==> config.mk <==
export PLATFORM = sky130hd
export DESIGN_NAME = spi_serial_port
export DESIGN_NICKNAME = d
export VERILOG_FILES = /design/src/common/spi_serial_pkg.sv /design/src/hdl/spi_prescaler.sv /design/src/hdl/spi_serial_port.sv
export SDC_FILE = /design/constraint.sdc
export NUM_CORES = 1
export LEC_CHECK = 0
export ABC_CLOCK_PERIOD_IN_PS = 2200
export BUFFER_PORTS_ARGS = -buffer_cell sky130_fd_sc_hd__buf_2
export CAP_MARGIN = 40
export CORE_ASPECT_RATIO = 2
export CORE_MARGIN = 4
export CORE_UTILIZATION = 48
export DETAILED_ROUTE_END_ITERATION = 10
export PLACE_DENSITY = 0.75
export SETUP_SLACK_MARGIN = 0.1
export SLEW_MARGIN = 30
export SYNTH_ARGS = -nofsm -noshare
export SYNTH_HDL_FRONTEND = slang
export SYNTH_SLANG_ARGS = --single-unit
==> constraint.sdc <==
create_clock -name clk_sys_i -period 2.2 [get_ports clk_sys_i]
set_input_delay 0.66 -clock clk_sys_i [delete_from_list [all_inputs] [get_ports clk_sys_i]]
set_output_delay 0.66 -clock clk_sys_i [all_outputs]
set_load 0.01 [all_outputs]
==> src/common/spi_serial_pkg.sv <==
package spi_serial_pkg;

	// shift register width and byte length
	localparam int SHIFT_W = 16;
	localparam int BYTE_BITS = 8;
	localparam logic [3:0] BIT_CNT_LAST = 4'h7;

	// prescaler: shift clock half period in system clocks
	localparam int PRESCALE_W = 8;
	localparam logic [7:0] PRESCALE_RST = 8'h01;

	// reset values
	localparam logic [15:0] SHIFT_RST = 16'h0000;

	// configuration bits gathered in one struct
	typedef struct packed {
		logic port_enable_bit;
		logic master_mode;
		logic clk_polarity;
		logic clk_phase;
		logic slave_sel_enable;
		logic out_pin_release_bit;
		logic frame_mode_enable;
		logic xfer_done_irq_enable;
	} serial_control_t;

	// pin directions and levels
	typedef struct packed {
		logic sck_o;
		logic sck_oe;
		logic sdo_o;
		logic sdo_oe;
		logic fs_o;
		logic fs_oe;
		logic ss_own;
	} pin_drive_t;

	typedef enum logic [1:0] {
		ST_IDLE = 2'b00,
		ST_LEAD = 2'b01,
		ST_TRAIL = 2'b10
	} xfer_state_t;

endpackage

==> src/hdl/spi_prescaler.sv <==
`timescale 1ns/10ps
`default_nettype none

module spi_prescaler #(
	parameter int WIDTH = spi_serial_pkg::PRESCALE_W
) (
	input wire logic clk_sys_i,
	input wire logic sys_rst_i,
	input wire logic run_i,
	input wire logic [WIDTH-1:0] div_i,
	output logic tick_o
);

	logic [WIDTH-1:0] cnt_q;
	logic [WIDTH-1:0] cnt_d;
	logic tick_d;

	// counts div_i+1 system clocks per tick; held at zero when idle so the
	// first edge of a transfer is always one full half period away
	always_comb begin
		cnt_d = cnt_q;
		tick_d = 1'b0;
		if (!run_i) begin
			cnt_d = '0;
		end else if (cnt_q == div_i) begin
			cnt_d = '0;
			tick_d = 1'b1;
		end else begin
			cnt_d = cnt_q + 1'b1;
		end
	end

	always_ff @(posedge clk_sys_i or posedge sys_rst_i) begin
		if (sys_rst_i) begin
			cnt_q <= '0;
			tick_o <= 1'b0;
		end else begin
			cnt_q <= cnt_d;
			tick_o <= tick_d;
		end
	end

endmodule

`default_nettype wire

==> src/hdl/spi_serial_port.sv <==
`timescale 1ns/10ps
`default_nettype none

module spi_serial_port #(
	parameter int PRESCALE_W = spi_serial_pkg::PRESCALE_W
) (
	input wire logic clk_sys_i,
	input wire logic sys_rst_i,
	input wire spi_serial_pkg::serial_control_t ctrl_i,
	input wire logic [PRESCALE_W-1:0] prescale_i,
	input wire logic wr_i,
	input wire logic [15:0] wdata_i,
	input wire logic done_clr_i,
	output logic [15:0] serial_buffer_reg_o,
	output logic xfer_done_flag_o,
	output logic irq_o,
	output logic busy_o,
	input wire logic serial_in_pin_i,
	input wire logic sck_pin_i,
	input wire logic slave_sel_n_pin_i,
	output logic serial_out_pin_o,
	output logic serial_out_pin_oe_o,
	output logic sck_pin_o,
	output logic sck_pin_oe_o,
	output logic frame_pulse_pin_o,
	output logic frame_pulse_pin_oe_o,
	output logic slave_sel_owned_o
);

	////////////////////////////////////////////////////////////////////////
	// state

	spi_serial_pkg::xfer_state_t state_q, state_d;
	logic [15:0] serial_shift_reg_q, serial_shift_reg_d;
	logic [15:0] buf_q, buf_d;
	logic [3:0] bit_cnt_q, bit_cnt_d;
	logic sck_lvl_q, sck_lvl_d;
	logic sck_in_q;
	logic done_q, done_d;
	logic in_bit_q, in_bit_d;
	logic fs_q, fs_d;
	logic tick;
	logic run;
	logic en;
	logic master;
	logic sel_ok;
	logic lead_edge;
	logic trail_edge;
	logic cpha;
	logic ext_rise;
	logic ext_fall;
	logic ext_lead;
	logic ext_trail;
	logic done_set;
	spi_serial_pkg::pin_drive_t pins;

	assign en = ctrl_i.port_enable_bit;
	assign master = ctrl_i.master_mode;
	assign cpha = ctrl_i.clk_phase;
	// slave select gates slave traffic only
	assign sel_ok = master || !ctrl_i.slave_sel_enable || !slave_sel_n_pin_i;
	assign run = en && master && (state_q != spi_serial_pkg::ST_IDLE);

	spi_prescaler #(
		.WIDTH(PRESCALE_W)
	) u_prescaler (
		.clk_sys_i(clk_sys_i),
		.sys_rst_i(sys_rst_i),
		.run_i(run),
		.div_i(prescale_i),
		.tick_o(tick)
	);

	////////////////////////////////////////////////////////////////////////
	// edge detection of the external shift clock (pins are synchronous)

	assign ext_rise = sck_pin_i && !sck_in_q;
	assign ext_fall = !sck_pin_i && sck_in_q;
	// leading edge leaves the idle level set by polarity
	assign ext_lead = ctrl_i.clk_polarity ? ext_fall : ext_rise;
	assign ext_trail = ctrl_i.clk_polarity ? ext_rise : ext_fall;

	// in slave mode sampling uses ext edges; in master mode prescaler ticks
	assign lead_edge = master ? (tick && state_q == spi_serial_pkg::ST_LEAD)
		: (ext_lead && sel_ok);
	assign trail_edge = master ? (tick && state_q == spi_serial_pkg::ST_TRAIL)
		: (ext_trail && sel_ok);

	////////////////////////////////////////////////////////////////////////
	// transfer engine

	always_comb begin
		state_d = state_q;
		serial_shift_reg_d = serial_shift_reg_q;
		buf_d = buf_q;
		bit_cnt_d = bit_cnt_q;
		sck_lvl_d = sck_lvl_q;
		in_bit_d = in_bit_q;
		fs_d = 1'b0;
		done_set = 1'b0;
		if (!en) begin
			state_d = spi_serial_pkg::ST_IDLE;
			bit_cnt_d = '0;
			sck_lvl_d = ctrl_i.clk_polarity;
		end else if (wr_i) begin
			serial_shift_reg_d = wdata_i;
			buf_d = wdata_i;
			bit_cnt_d = '0;
			sck_lvl_d = ctrl_i.clk_polarity;
			state_d = spi_serial_pkg::ST_LEAD;
			fs_d = ctrl_i.frame_mode_enable && master;
		end else begin
			case (state_q)
				spi_serial_pkg::ST_IDLE: begin
					sck_lvl_d = ctrl_i.clk_polarity;
					// slave waits armed for the other party's clock
					if (!master) begin
						state_d = spi_serial_pkg::ST_LEAD;
					end
				end
				spi_serial_pkg::ST_LEAD: begin
					if (lead_edge) begin
						if (master) begin
							sck_lvl_d = !ctrl_i.clk_polarity;
						end
						state_d = spi_serial_pkg::ST_TRAIL;
						if (!cpha) begin
							in_bit_d = serial_in_pin_i;
							done_set = (bit_cnt_q == spi_serial_pkg::BIT_CNT_LAST);
						end else if (bit_cnt_q != 4'h0) begin
							// phase 1: the first leading edge must leave bit 7 on the line
							serial_shift_reg_d = {serial_shift_reg_q[14:0], in_bit_q};
						end
					end
				end
				spi_serial_pkg::ST_TRAIL: begin
					if (trail_edge) begin
						if (master) begin
							sck_lvl_d = ctrl_i.clk_polarity;
						end
						if (cpha) begin
							in_bit_d = serial_in_pin_i;
							done_set = (bit_cnt_q == spi_serial_pkg::BIT_CNT_LAST);
							// no leading edge follows the last sample, so fold it in here
							if (done_set) begin
								serial_shift_reg_d = {serial_shift_reg_q[14:0], serial_in_pin_i};
							end
						end else begin
							serial_shift_reg_d = {serial_shift_reg_q[14:0], in_bit_q};
						end
						if (bit_cnt_q == spi_serial_pkg::BIT_CNT_LAST) begin
							bit_cnt_d = '0;
							state_d = master ? spi_serial_pkg::ST_IDLE : spi_serial_pkg::ST_LEAD;
						end else begin
							bit_cnt_d = bit_cnt_q + 4'h1;
							state_d = spi_serial_pkg::ST_LEAD;
						end
					end
				end
				default: state_d = spi_serial_pkg::ST_IDLE;
			endcase
		end
		// the last bit is latched here; fold it in and hand the byte over
		if (done_set) begin
			buf_d = {8'h00, serial_shift_reg_q[6:0], serial_in_pin_i};
		end
		// the next shift of that bit must land in the shift register too
		done_d = (done_q && !done_clr_i) || done_set;
	end

	always_ff @(posedge clk_sys_i or posedge sys_rst_i) begin
		if (sys_rst_i) begin
			state_q <= spi_serial_pkg::ST_IDLE;
			serial_shift_reg_q <= spi_serial_pkg::SHIFT_RST;
			buf_q <= spi_serial_pkg::SHIFT_RST;
			bit_cnt_q <= '0;
			sck_lvl_q <= 1'b0;
			sck_in_q <= 1'b0;
			done_q <= 1'b0;
			in_bit_q <= 1'b0;
			fs_q <= 1'b0;
		end else begin
			state_q <= state_d;
			serial_shift_reg_q <= serial_shift_reg_d;
			buf_q <= buf_d;
			bit_cnt_q <= bit_cnt_d;
			sck_lvl_q <= sck_lvl_d;
			sck_in_q <= sck_pin_i;
			done_q <= done_d;
			in_bit_q <= in_bit_d;
			fs_q <= fs_d;
		end
	end

	////////////////////////////////////////////////////////////////////////
	// pin ownership and direction

	always_comb begin
		pins.sck_o = sck_lvl_d;
		pins.sck_oe = en && master;
		// with phase 0 the first bit must sit on the line before the first edge
		pins.sdo_o = serial_shift_reg_d[7];
		pins.sdo_oe = en && !ctrl_i.out_pin_release_bit
			&& (master || !ctrl_i.slave_sel_enable || !slave_sel_n_pin_i);
		pins.fs_o = fs_d;
		pins.fs_oe = en && ctrl_i.frame_mode_enable && master;
		pins.ss_own = en && !master && ctrl_i.slave_sel_enable;
	end

	always_ff @(posedge clk_sys_i or posedge sys_rst_i) begin
		if (sys_rst_i) begin
			serial_out_pin_o <= 1'b0;
			serial_out_pin_oe_o <= 1'b0;
			sck_pin_o <= 1'b0;
			sck_pin_oe_o <= 1'b0;
			frame_pulse_pin_o <= 1'b0;
			frame_pulse_pin_oe_o <= 1'b0;
			slave_sel_owned_o <= 1'b0;
			serial_buffer_reg_o <= spi_serial_pkg::SHIFT_RST;
			xfer_done_flag_o <= 1'b0;
			irq_o <= 1'b0;
			busy_o <= 1'b0;
		end else begin
			serial_out_pin_o <= pins.sdo_o;
			serial_out_pin_oe_o <= pins.sdo_oe;
			sck_pin_o <= pins.sck_o;
			sck_pin_oe_o <= pins.sck_oe;
			frame_pulse_pin_o <= pins.fs_o;
			frame_pulse_pin_oe_o <= pins.fs_oe;
			slave_sel_owned_o <= pins.ss_own;
			serial_buffer_reg_o <= buf_d;
			xfer_done_flag_o <= done_d;
			irq_o <= done_d && ctrl_i.xfer_done_irq_enable;
			busy_o <= master ? (state_d != spi_serial_pkg::ST_IDLE) : (bit_cnt_d != 4'h0);
		end
	end

endmodule

`default_nettype wire

# ---- Word-level counts from Yosys, hierarchy flattened
# Cells that the tools add are included.
dict set report totals {
  ff_bits 50
  word_cells 134
}
dict set report classes {
  bitwise 1
  add_sub_neg 2
  mux 54
  n_eq_ne 18
  n_reduce_logical 41
}
# operator n
set ops {}
lappend ops {{$mux W8} 9}
lappend ops {{$mux W16} 3}
lappend ops {{$mux W1} 27}
lappend ops {{$mux W4} 5}
lappend ops {{$logic_and A1 B1 Y1} 17}
lappend ops {{$ne A4 B4 Y1 const B} 4}
lappend ops {{$pmux W8 S2} 1}
lappend ops {{$reduce_and A7 Y1} 2}
lappend ops {{$mux W2} 5}
lappend ops {{$reduce_bool A2 Y1} 5}
lappend ops {{$ne A3 B3 Y1 const B} 3}
lappend ops {{$add A8 B1 Y8 const B} 1}
lappend ops {{$eq A8 B8 Y1} 1}
lappend ops {{$logic_not A1 Y1} 8}
lappend ops {{$ne A2 B2 Y1 const B} 4}
lappend ops {{$reduce_bool A4 Y1} 2}
lappend ops {{$pmux W2 S3} 1}
lappend ops {{$ne A5 B1 Y1 const B} 1}
lappend ops {{$reduce_and A5 Y1} 1}
lappend ops {{$add A4 B1 Y4 const B} 1}
lappend ops {{$eq A4 B3 Y1 const B} 1}
lappend ops {{$ne A4 B3 Y1 const B} 1}
lappend ops {{$pmux W1 S2} 2}
lappend ops {{$logic_or A1 B1 Y1} 3}
lappend ops {{8 further kinds} 8}

# ---- Depth between registers and ports, before layout
# Gate-level depths: netlist (run 1).
dict set report logic_depth {
  depth_word 11
  ltp_mapped 9
}

# ---- Hierarchy
# Synthesis (run 1) repeated with hierarchy kept, for this count alone.
dict set report unflattened {
  cells_unflattened 316
  hier_area_um2 2930.3
}
# module n_inst seq_area_each_um2 cells_each area_per_inst_um2
set modules_own_cells {}
lappend modules_own_cells {spi_serial_port 1 1026.0 268 2414.8}
lappend modules_own_cells {spi_prescaler 1 225.2 48 515.5}

# ---- Least setup slack after synthesis (run 1)
# OpenSTA, ideal clock, no wires.
dict set report synth_path {
  path_kind {input-to-reg}
  start {input port sck_pin_i}
  end {register serial_buffer_reg_o[15]}
  path_stages 7
  t_arrival_ps 2121
  setup_ps 121
  required_ps 2079
  setup_slack_ps -42
  cell_sequence {or3b_4 a21boi_4 o21ai_4 a2bb2oi_2 a21o_4 buf_6 a22o_1}
}
dict set report synth_between {
  elab_chain_len 11
  elab_cells_between_ends 18
  cone_classes {mux (10); reduce/logical (8)}
}
# element line_no
set synth_rtl {}
lappend synth_rtl {{start: declaration} spi_serial_port.sv:19} ;# input wire logic sck_pin_i,
lappend synth_rtl {{$logic_not A1 Y1} spi_serial_port.sv:78} ;# assign ext_fall = !sck_pin_i && sck_in_q;
lappend synth_rtl {{$logic_and A1 B1 Y1} spi_serial_port.sv:78}
lappend synth_rtl {{$mux W1 (on tied branches)} {spi_serial_port.sv:81, spi_serial_port.sv:80}}
lappend synth_rtl {{$logic_and A1 B1 Y1 (on tied branches)} {spi_serial_port.sv:87, spi_serial_port.sv:85}}
lappend synth_rtl {{$mux W1 (on tied branches)} {spi_serial_port.sv:86, spi_serial_port.sv:84}}
lappend synth_rtl {{$mux W1 (on tied branches)} {spi_serial_port.sv:137, spi_serial_port.sv:122}}
lappend synth_rtl {{$pmux W1 S2 (*)} spi_serial_port.sv:113} ;# case (state_q)
lappend synth_rtl {{$mux W1 (*)} spi_serial_port.sv:105} ;# end else if (wr_i) begin
lappend synth_rtl {{$mux W1 (*)} spi_serial_port.sv:101} ;# if (!en) begin
lappend synth_rtl {{$reduce_bool A2 Y1 (no line)} -}
lappend synth_rtl {{$reduce_and A2 Y1 (no line)} -}
lappend synth_rtl {{end signal: assignment} spi_serial_port.sv:219} ;# serial_buffer_reg_o <= spi_serial_pkg::SHIFT_RST;
lappend synth_rtl {{end signal: assignment} spi_serial_port.sv:231} ;# serial_buffer_reg_o <= buf_d;
lappend synth_rtl {{end: declaration} spi_serial_port.sv:14} ;# output logic [15:0] serial_buffer_reg_o,
# Mark *: on every way between the ends. The rest lies on a longest branch, timed or not.
# A chain may end at the register's enable or synchronous reset.

# ---- Final worst setup path (run 1)
dict set report layout_path {
  start {input port sck_pin_i}
  end {register busy_o}
}
dict set report layout_between {
  elab_chain_len 11
  elab_cells_between_ends 21
  cone_classes {mux (14); reduce/logical (7)}
}
# element line_no
set layout_rtl {}
lappend layout_rtl {{$logic_not A1 Y1} spi_serial_port.sv:78}
lappend layout_rtl {{$logic_and A1 B1 Y1} spi_serial_port.sv:78}
lappend layout_rtl {{$mux W1 (*)} spi_serial_port.sv:81} ;# assign ext_trail = ctrl_i.clk_polarity ? ext_rise : ext_fall;
lappend layout_rtl {{$logic_and A1 B1 Y1 (*)} spi_serial_port.sv:87} ;# : (ext_trail && sel_ok);
lappend layout_rtl {{$mux W1 (*)} spi_serial_port.sv:86} ;# assign trail_edge = master ? (tick && state_q == spi_serial_pkg::ST_TRAIL)
lappend layout_rtl {{$mux W4 (*)} spi_serial_port.sv:137} ;# if (trail_edge) begin
lappend layout_rtl {{$mux W4 (*)} spi_serial_port.sv:113}
lappend layout_rtl {{$mux W4 (*)} spi_serial_port.sv:105}
lappend layout_rtl {{$mux W4 (*)} spi_serial_port.sv:101}
lappend layout_rtl {{net bit_cnt_d[3]} spi_serial_port.sv:36} ;# logic [3:0] bit_cnt_q, bit_cnt_d;
lappend layout_rtl {{$reduce_bool A4 Y1 (*)} spi_serial_port.sv:234} ;# busy_o <= master ? (state_d != spi_serial_pkg::ST_IDLE) : (bit_cnt_d != 4'h0);
lappend layout_rtl {{$mux W1 (*)} spi_serial_port.sv:234}
lappend layout_rtl {{end signal: assignment} spi_serial_port.sv:234}
lappend layout_rtl {{end: declaration} spi_serial_port.sv:17} ;# output logic busy_o,
# The timed path passes the listed nets; every way through them passes the cells marked *.

==> summary.txt, run 1 <==
Drt
  – DR vias/cell: approximately 5.6
  – DRC violation count after routing: 0
  – Number of detailed-route iterations in the first pass: 4
  – Total number of vias: between 2k and 2.5k
  – Count of antenna-violating nets left after detailed routing: 0
  – Average routed wire per standard cell: 15.9 µm
  – Starting DRT DRC Count: 77
  – Total Routed Length: 6140 µm

Synthesis
  – Syn Inst Count: 238
  – Most instantiated flip-flop cell in the synthesis netlist: sky130_fd_sc_hd__dfrtp_1
  – Total of flip-flops plus latches after synthesis: 50
  – Post-synthesis sequential area ratio: between 40% and 50%
  – Synthesized Nets: 284
  – Share of async-settable or async-resettable flops after synthesis: 100%
  – Average instance area after synthesis: ~11 µm²
  – EDFF count, synth: 0
  – Synth Cell Area: approximately 0.0026 mm²
  – Synth warn: 0
  – Unique cell type count in the Yosys netlist: 48

Layout
  – Commonest cells after routing, fill and taps aside: sky130_fd_sc_hd__buf_2, sky130_fd_sc_hd__dfrtp_1, sky130_fd_sc_hd__inv_1, sky130_fd_sc_hd__nor2_1, sky130_fd_sc_hd__buf_4
  – Final nets: ~370
  – Most frequent standard cell in the layout excluding fill and tap cells: sky130_fd_sc_hd__buf_2
  – Share of cells above drive strength 1: slightly above 40%
  – Util after Layout: between 60 and 70%
  – Layout-stage area growth over the synthesis result: 29.9%
  – Number of diodes: 0

Min path
  – Worst hold path type: in2async

Floorplan
  – Placement row count: 37
  – Effective utilization at floorplan: about half
  – Die X: between 50 and 60 µm
  – Vertical die dimension: between 100 and 150 µm
  – Boundary Pins: 65
  – Area of the core: a little over 0.005 mm²
  – Die Outline Area: 0.00667 mm²

STA
  – Shortest period the worst path allows: about 2.1 ns
  – Setup repair after global routing missed its margin: true
  – Number of setup violations in the final report: 0
  – Actual transition at the worst max-transition pin: roughly 0.55 ns
  – Max-slew violation total from the final report: 0
  – Worst hold slack: approximately 0.36 ns
  – Top achievable clock speed: approximately 0.48 GHz
  – Clk_skew: 0.00504 ns
  – Relative max-transition margin: between 60% and 70%
  – Number of endpoints with negative hold slack in the final report: 0
  – Final worst-path cycle share: about 95%

Critical path
  – Maximum single-stage delay on the critical path: 0.40 ns
  – Data arrival time of the critical path: 2.28 ns
  – Cell chain of the critical path: buf_8 > or3b_4 > a21boi_4 > buf_6 > o21ai_4 > o21ai_1 > a21oi_4 > o41a_2
  – Crit end category: register
  – Data required time of the worst path: about 2.4 ns
  – Worst Reg2Reg Path Length in Cells: 7
  – Cell with the largest stage delay on the worst path: sky130_fd_sc_hd__or3b_4
  – CP Class: in2reg
  – CP Max Fanout: 6
  – Worst-case register-to-register setup slack: 0.18 ns
  – Worst Setup Start Kind: primary input

Clocking
  – Count of clock tree sinks: 50
  – Number of buffers created by CTS: 5
  – Count of H-tree levels built during CTS: 2
  – Worst-skew pair later-pin latency: around 0.31 ns
  – Clock transition at path regs: roughly 0.090 ns
  – Master cell of the clock root buffer: sky130_fd_sc_hd__clkbuf_8
  – Hold buffers post-CTS: 0
  – Clk buf depth: 2
  – CTS tree: done

Placement
  – Number of port buffers: 64
  – Weighted congestion reported at the end of routability-driven placement: between 0.9 and 1
  – Half-perimeter wire length of the detailed placement result: 4690 µm

Power
  – Pwr/cell area: ~690 mW/mm²
  – Maximum ir drop on the vdd rail: about 840 µV
  – Leakage power: approximately 1.7 nW

Outcome
  – Run status: finished, final reports clean

Global routing
  – Largest net degree at the start of global routing: 30
  – Number of antenna violations at the first check in global routing: 0
  – Total overflow reported by the global router: 0
  – Wire length of the first global-routing pass: around 10000 µm
  – Global-route total usage across every layer: 19.8%
  – Vias in the first global route: 2221

Job
  – Max Cap Violations: 0
[cells in the mapped netlist, types with 2 or more instances]
| library cell | number | area share (%) |
|---|---|---|
| sky130_fd_sc_hd__xnor2_1 | 9 | 3.1 |
| sky130_fd_sc_hd__nor2_1 | 20 | 2.9 |
| sky130_fd_sc_hd__o22ai_1 | 9 | 2.2 |
| sky130_fd_sc_hd__o21ai_1 | 3 | 0.58 |
| sky130_fd_sc_hd__and2_1 | 2 | 0.49 |
| sky130_fd_sc_hd__inv_1 | 21 | 3.1 |
| sky130_fd_sc_hd__nand2_1 | 10 | 1.5 |
| sky130_fd_sc_hd__mux2_2 | 16 | 7.0 |
| sky130_fd_sc_hd__and3_1 | 5 | 1.2 |
| sky130_fd_sc_hd__a22o_1 | 8 | 2.7 |
| sky130_fd_sc_hd__xor2_1 | 6 | 2.0 |
| sky130_fd_sc_hd__a21oi_1 | 15 | 2.9 |
| sky130_fd_sc_hd__buf_4 | 2 | 0.58 |
| sky130_fd_sc_hd__o21ai_0 | 6 | 1.2 |
| sky130_fd_sc_hd__nor3b_1 | 2 | 0.58 |
| sky130_fd_sc_hd__nand3_1 | 6 | 1.2 |
| sky130_fd_sc_hd__mux2i_1 | 5 | 1.9 |
| sky130_fd_sc_hd__o211ai_1 | 2 | 0.58 |
| sky130_fd_sc_hd__dfrtp_1 | 50 | 49 |
| sky130_fd_sc_hd__clkbuf_1 | 3 | 0.44 |
| sky130_fd_sc_hd__or3_1 | 2 | 0.49 |
| sky130_fd_sc_hd__nand4_1 | 4 | 0.97 |
| sky130_fd_sc_hd__ha_1 | 7 | 3.4 |
[timing repair]
item / in CTS / in global routing
setup endpoints to repair: 2 / 26
resized for setup: 0 / 13
pin swaps: 3 / 4
cloned: 1 / 0
buffers inserted: 0 / 3
[power breakdown]
part	internal [W]	switching (W)
logic	0.000225	0.000196
clock network	0.000485	0.000303
registers	0.00102	0.0000654
[final cells by class]
cell class | instances | area, µm²
clock inverter | 2 | 60.1
fill | 445 | 1840
timing repair buffer | 87 | 529
multi-input combinational | 162 | 1270
clock buffer | 6 | 82.6
sequential | 50 | 1250
tap | 58 | 72.6
inverter | 21 | 78.8
[path summary, 6_finish.rpt]
kind | startpoint | to
max | sck_pin_i | busy_o$_DFF_PP0_
min | sys_rst_i | slave_sel_owned_o$_DFF_PP0_
max reg2reg | sck_in_q$_DFF_PP0_ | busy_o$_DFF_PP0_
min reg2reg | serial_buffer_reg_o[10]$_DFFE_PP0P_ | serial_buffer_reg_o[10]$_DFFE_PP0P_
max in group asynchronous | sys_rst_i | serial_shift_reg_q[3]$_DFFE_PP0P_
min in group clk_sys_i | ctrl_i[2] | serial_out_pin_oe_o$_DFF_PP0_
[through the flow]
stage	TNS, ns	total power, W	std cells	worst slack, ns	area, µm²
after floorplan	-0.223	0.00135	238	-0.0260	2600
after global placement	-4.28	0.00150	374	-0.217	3120
after detailed placement	-5.38	0.00152	374	-0.264	3120
after CTS	0	0.00231	383	0.105	3270
after global routing	0	0.00242	386	0.0657	3340
final	0	0.00230	386	0.115	3340
[worst max-delay path, delay by kind of cell]
family / cells / cell delay (ns)
AOI/OAI and AO/OA: 5 / 1.00
and+or+nand+nor: 1 / 0.40
buffers and inverters: 2 / 0.24
[routing by layer]
layer / track usage, % / part of all wire (%) / up-vias
met1: 18.1 / 33 / 1048
met2: 36.3 / 58 / 62
met5: 0 / 0 / -
met3: 5.22 / 5.9 / 14
met4: 11.1 / 3.2 / 0
li1: - / - / 1026
[state kept, by name, summed over array words and instances, names as in the netlist, 2 cells and up]
name                 count
bit_cnt_q                4
serial_shift_reg_q       8
state_q                  2
u_prescaler.cnt_q        8
serial_buffer_reg_o     16
[cell families after synthesis]
group           synth area share (%)
fa+ha+maj                       3.40
xor+xnor                        5.10
simple gates                    12.3
buf+inv                         4.52
flops                           48.6
compound gates                  17.1
mux                             8.95
(Power assumes the default switching activity.)
==> run 2, diff against run 1 <==
- CORE_UTILIZATION: 48 -> 40
- CTS_CLUSTER_SIZE: not set -> 14
- PLACE_DENSITY: 0.75 -> 0.64
==> run 2 against run 1 <==
Non-clock buffer count is 5 lower. Final area is 0.94% higher. Critical endpoint unchanged. Clock skew about the same. Sequential cell count unchanged.
==> summary.txt, run 2 (synthesis gave the netlist of run 1 again) <==
Outcome
  – Run status: finished, final reports clean

Critical path
  – Crit end category: register
  – Data arrival time of the critical path: 2.29 ns (about the same)
  – Data required time of the worst path: 2.43 ns (+0.04 ns)
  – Critical path launch point: sck_pin_i
  – Worst r2r src: bit_cnt_q[0]$_DFF_PP0_
  – CP Max Fanout: 6 (unchanged)
  – CP Class: in2reg
  – Worst Setup Start Kind: primary input

STA
  – Number of setup violations in the final report: 0 (unchanged)
  – Setup repair after global routing missed its margin: true
  – Number of endpoints with negative hold slack in the final report: 0 (unchanged)
  – Actual transition at the worst max-transition pin: 0.552 ns (-0.000164 ns)
  – Top achievable clock speed: 0.487 GHz (+1.6%)
  – Final worst-path cycle share: 93.3% (-1.5 points)
  – Clk_skew: 0.00490 ns (-0.000141 ns)
  – Max-slew violation total from the final report: 0 (unchanged)
  – Shortest period the worst path allows: 2.05 ns (-0.0330 ns)
  – Relative max-transition margin: 63.1% (about the same)

Drt
  – Number of detailed-route iterations in the first pass: 4 (unchanged)
  – Total Routed Length: 6290 µm (+2.5%)
  – Average routed wire per standard cell: 15.4 µm (-3.2%)
  – Count of antenna-violating nets left after detailed routing: 0 (unchanged)
  – DR vias/cell: 4.98 (-11%)
  – Total number of vias: 2037 (-5.3%)
  – DRC violation count after routing: 0 (unchanged)
  – Starting DRT DRC Count: 39 (-49%)

Layout
  – Commonest cells after routing, fill and taps aside: sky130_fd_sc_hd__buf_2, sky130_fd_sc_hd__dfrtp_1, sky130_fd_sc_hd__inv_1, sky130_fd_sc_hd__nor2_1, sky130_fd_sc_hd__buf_4
  – Top flop regs: serial_buffer_reg_o: 16 flops, serial_shift_reg_q: 8 flops, u_prescaler.cnt_q: 8 flops
  – Most frequent standard cell in the layout excluding fill and tap cells: sky130_fd_sc_hd__buf_2
  – Final nets: 368 (-1.3%)
  – Number of diodes: 0 (unchanged)
  – Register bank with the most flops: serial_buffer_reg_o
  – Util after Layout: 53.5% (-11 points)
  – Share of cells above drive strength 1: 40.6% (+0.31 points)
  – Layout-stage area growth over the synthesis result: 31.1%
  – Max FFs per register: 16 (unchanged)

Clocking
  – Worst-skew pair later-pin latency: 0.29 ns (-0.02 ns)
  – Master cell of the clock root buffer: sky130_fd_sc_hd__clkbuf_16
  – Count of H-tree levels built during CTS: 2 (unchanged)
  – Clk buf depth: 2 (unchanged)
  – Number of buffers created by CTS: 5 (unchanged)
  – Count of clock tree sinks: 50 (unchanged)
  – Post-CTS setup buffers: 0 (unchanged)
  – Clock transition at path regs: 0.07 ns (-0.02 ns)
  – CTS tree: done

Placement
  – Half-perimeter wire length of the detailed placement result: 4840 µm (+3.1%)
  – Weighted congestion reported at the end of routability-driven placement: 0.829 (-8.7%)
  – Number of port buffers: 64 (unchanged)

Power
  – Total Power: 0.00238 W (+3.6%)
  – Pwr/cell area: 705 mW/mm² (+2.7%)
  – Leakage power: 1.65 nW (-1.5%)
  – Maximum ir drop on the vdd rail: 644 µV (-23%)

Floorplan
  – Die Outline Area: 0.00786 mm² (+18%)
  – Placement row count: 41 (+11%)
  – Die X: 64.7 µm (+8.3%)
  – Vertical die dimension: 121 µm (+8.9%)
  – Effective utilization at floorplan: 40.8% (-8.8 points)
  – Boundary Pins: 65 (unchanged)
  – Area of the core: 0.00631 mm² (+22%)

Global routing
  – Largest net degree at the start of global routing: 51 (+70%)
  – Total overflow reported by the global router: 0 (unchanged)
  – Vias in the first global route: 2182 (-1.8%)
  – Number of antenna violations at the first check in global routing: 0 (unchanged)
  – Global-route total usage across every layer: 17.0% (-2.7 points)
  – Wire length of the first global-routing pass: 10200 µm (+2.4%)

Job
  – Max Cap Violations: 0 (unchanged)

Min path
  – Worst hold path type: in2async
-- run 2: worst paths after layout --
check                      cells past startpoint  slack (ns)                             endpoint
hold / removal                                 3        0.40    serial_shift_reg_q[7]$_DFFE_PP0P_
max in group asynchronous                      3        1.57          slave_sel_owned_o$_DFF_PP0_
setup / recovery                               7        0.15                     busy_o$_DFF_PP0_
hold reg to reg                                1        0.50  serial_buffer_reg_o[13]$_DFFE_PP0P_
min in group clk_sys_i                         1        0.48                   sck_in_q$_DFF_PP0_
setup reg to reg                               8        0.18                      irq_o$_DFF_PP0_
-- run 2: layer usage --
metal	global-route usage, %	wire (µm)
met1	16.0	2120
met2	33.1	3800
met3	3.43	231
met4	8.74	140
met5	0	0
-- run 2: stage by stage --
step	hold WS (ns)	cells	TNS, ns	setup WS [ns]	instance area [µm²]
finish	0.397	409	0	0.148	3370
global route	0.433	409	0	0.0692	3370
CTS	0.411	408	0	0.0877	3330
detailed placement	0.476	400	-4.07	-0.232	3150
global placement	0.479	400	-3.45	-0.201	3150
floorplan	0.479	238	-0.223	-0.0260	2600
-- run 2: area by class of cell --
cell class | count | area, µm²
multi-input cells | 162 | 1270
clock inverters | 3 | 45.0
clock buffers | 5 | 125
fillers | 588 | 2940
flip-flops and latches | 50 | 1250
repair buffers | 82 | 497
well taps | 86 | 108
inverters | 21 | 78.8
-- run 2: repair_timing --
action	in CTS	in global routing
gates cloned	0	1
gates resized for setup	2	14
endpoints found under the hold margin	0	0
setup endpoints to repair	15	24
pin swaps	1	4
hold buffers	0	0
-- run 2: critical path, stage by stage --
cell and delay (ns):
sky130_fd_sc_hd__buf_8 0.10, sky130_fd_sc_hd__or3b_4 0.40, sky130_fd_sc_hd__a21boi_4 0.25, sky130_fd_sc_hd__o21ai_4 0.13, sky130_fd_sc_hd__or4_1 0.43, sky130_fd_sc_hd__a21oi_2 0.18, sky130_fd_sc_hd__o41a_2 0.13
-- run 2: power breakdown --
part           leakage, nW  internal (W)  total, W  switching (W)
sequential           0.627       0.00102   0.00109      0.0000637
clock               0.0760      0.000536  0.000870       0.000334
combinational        0.943      0.000225  0.000422       0.000197
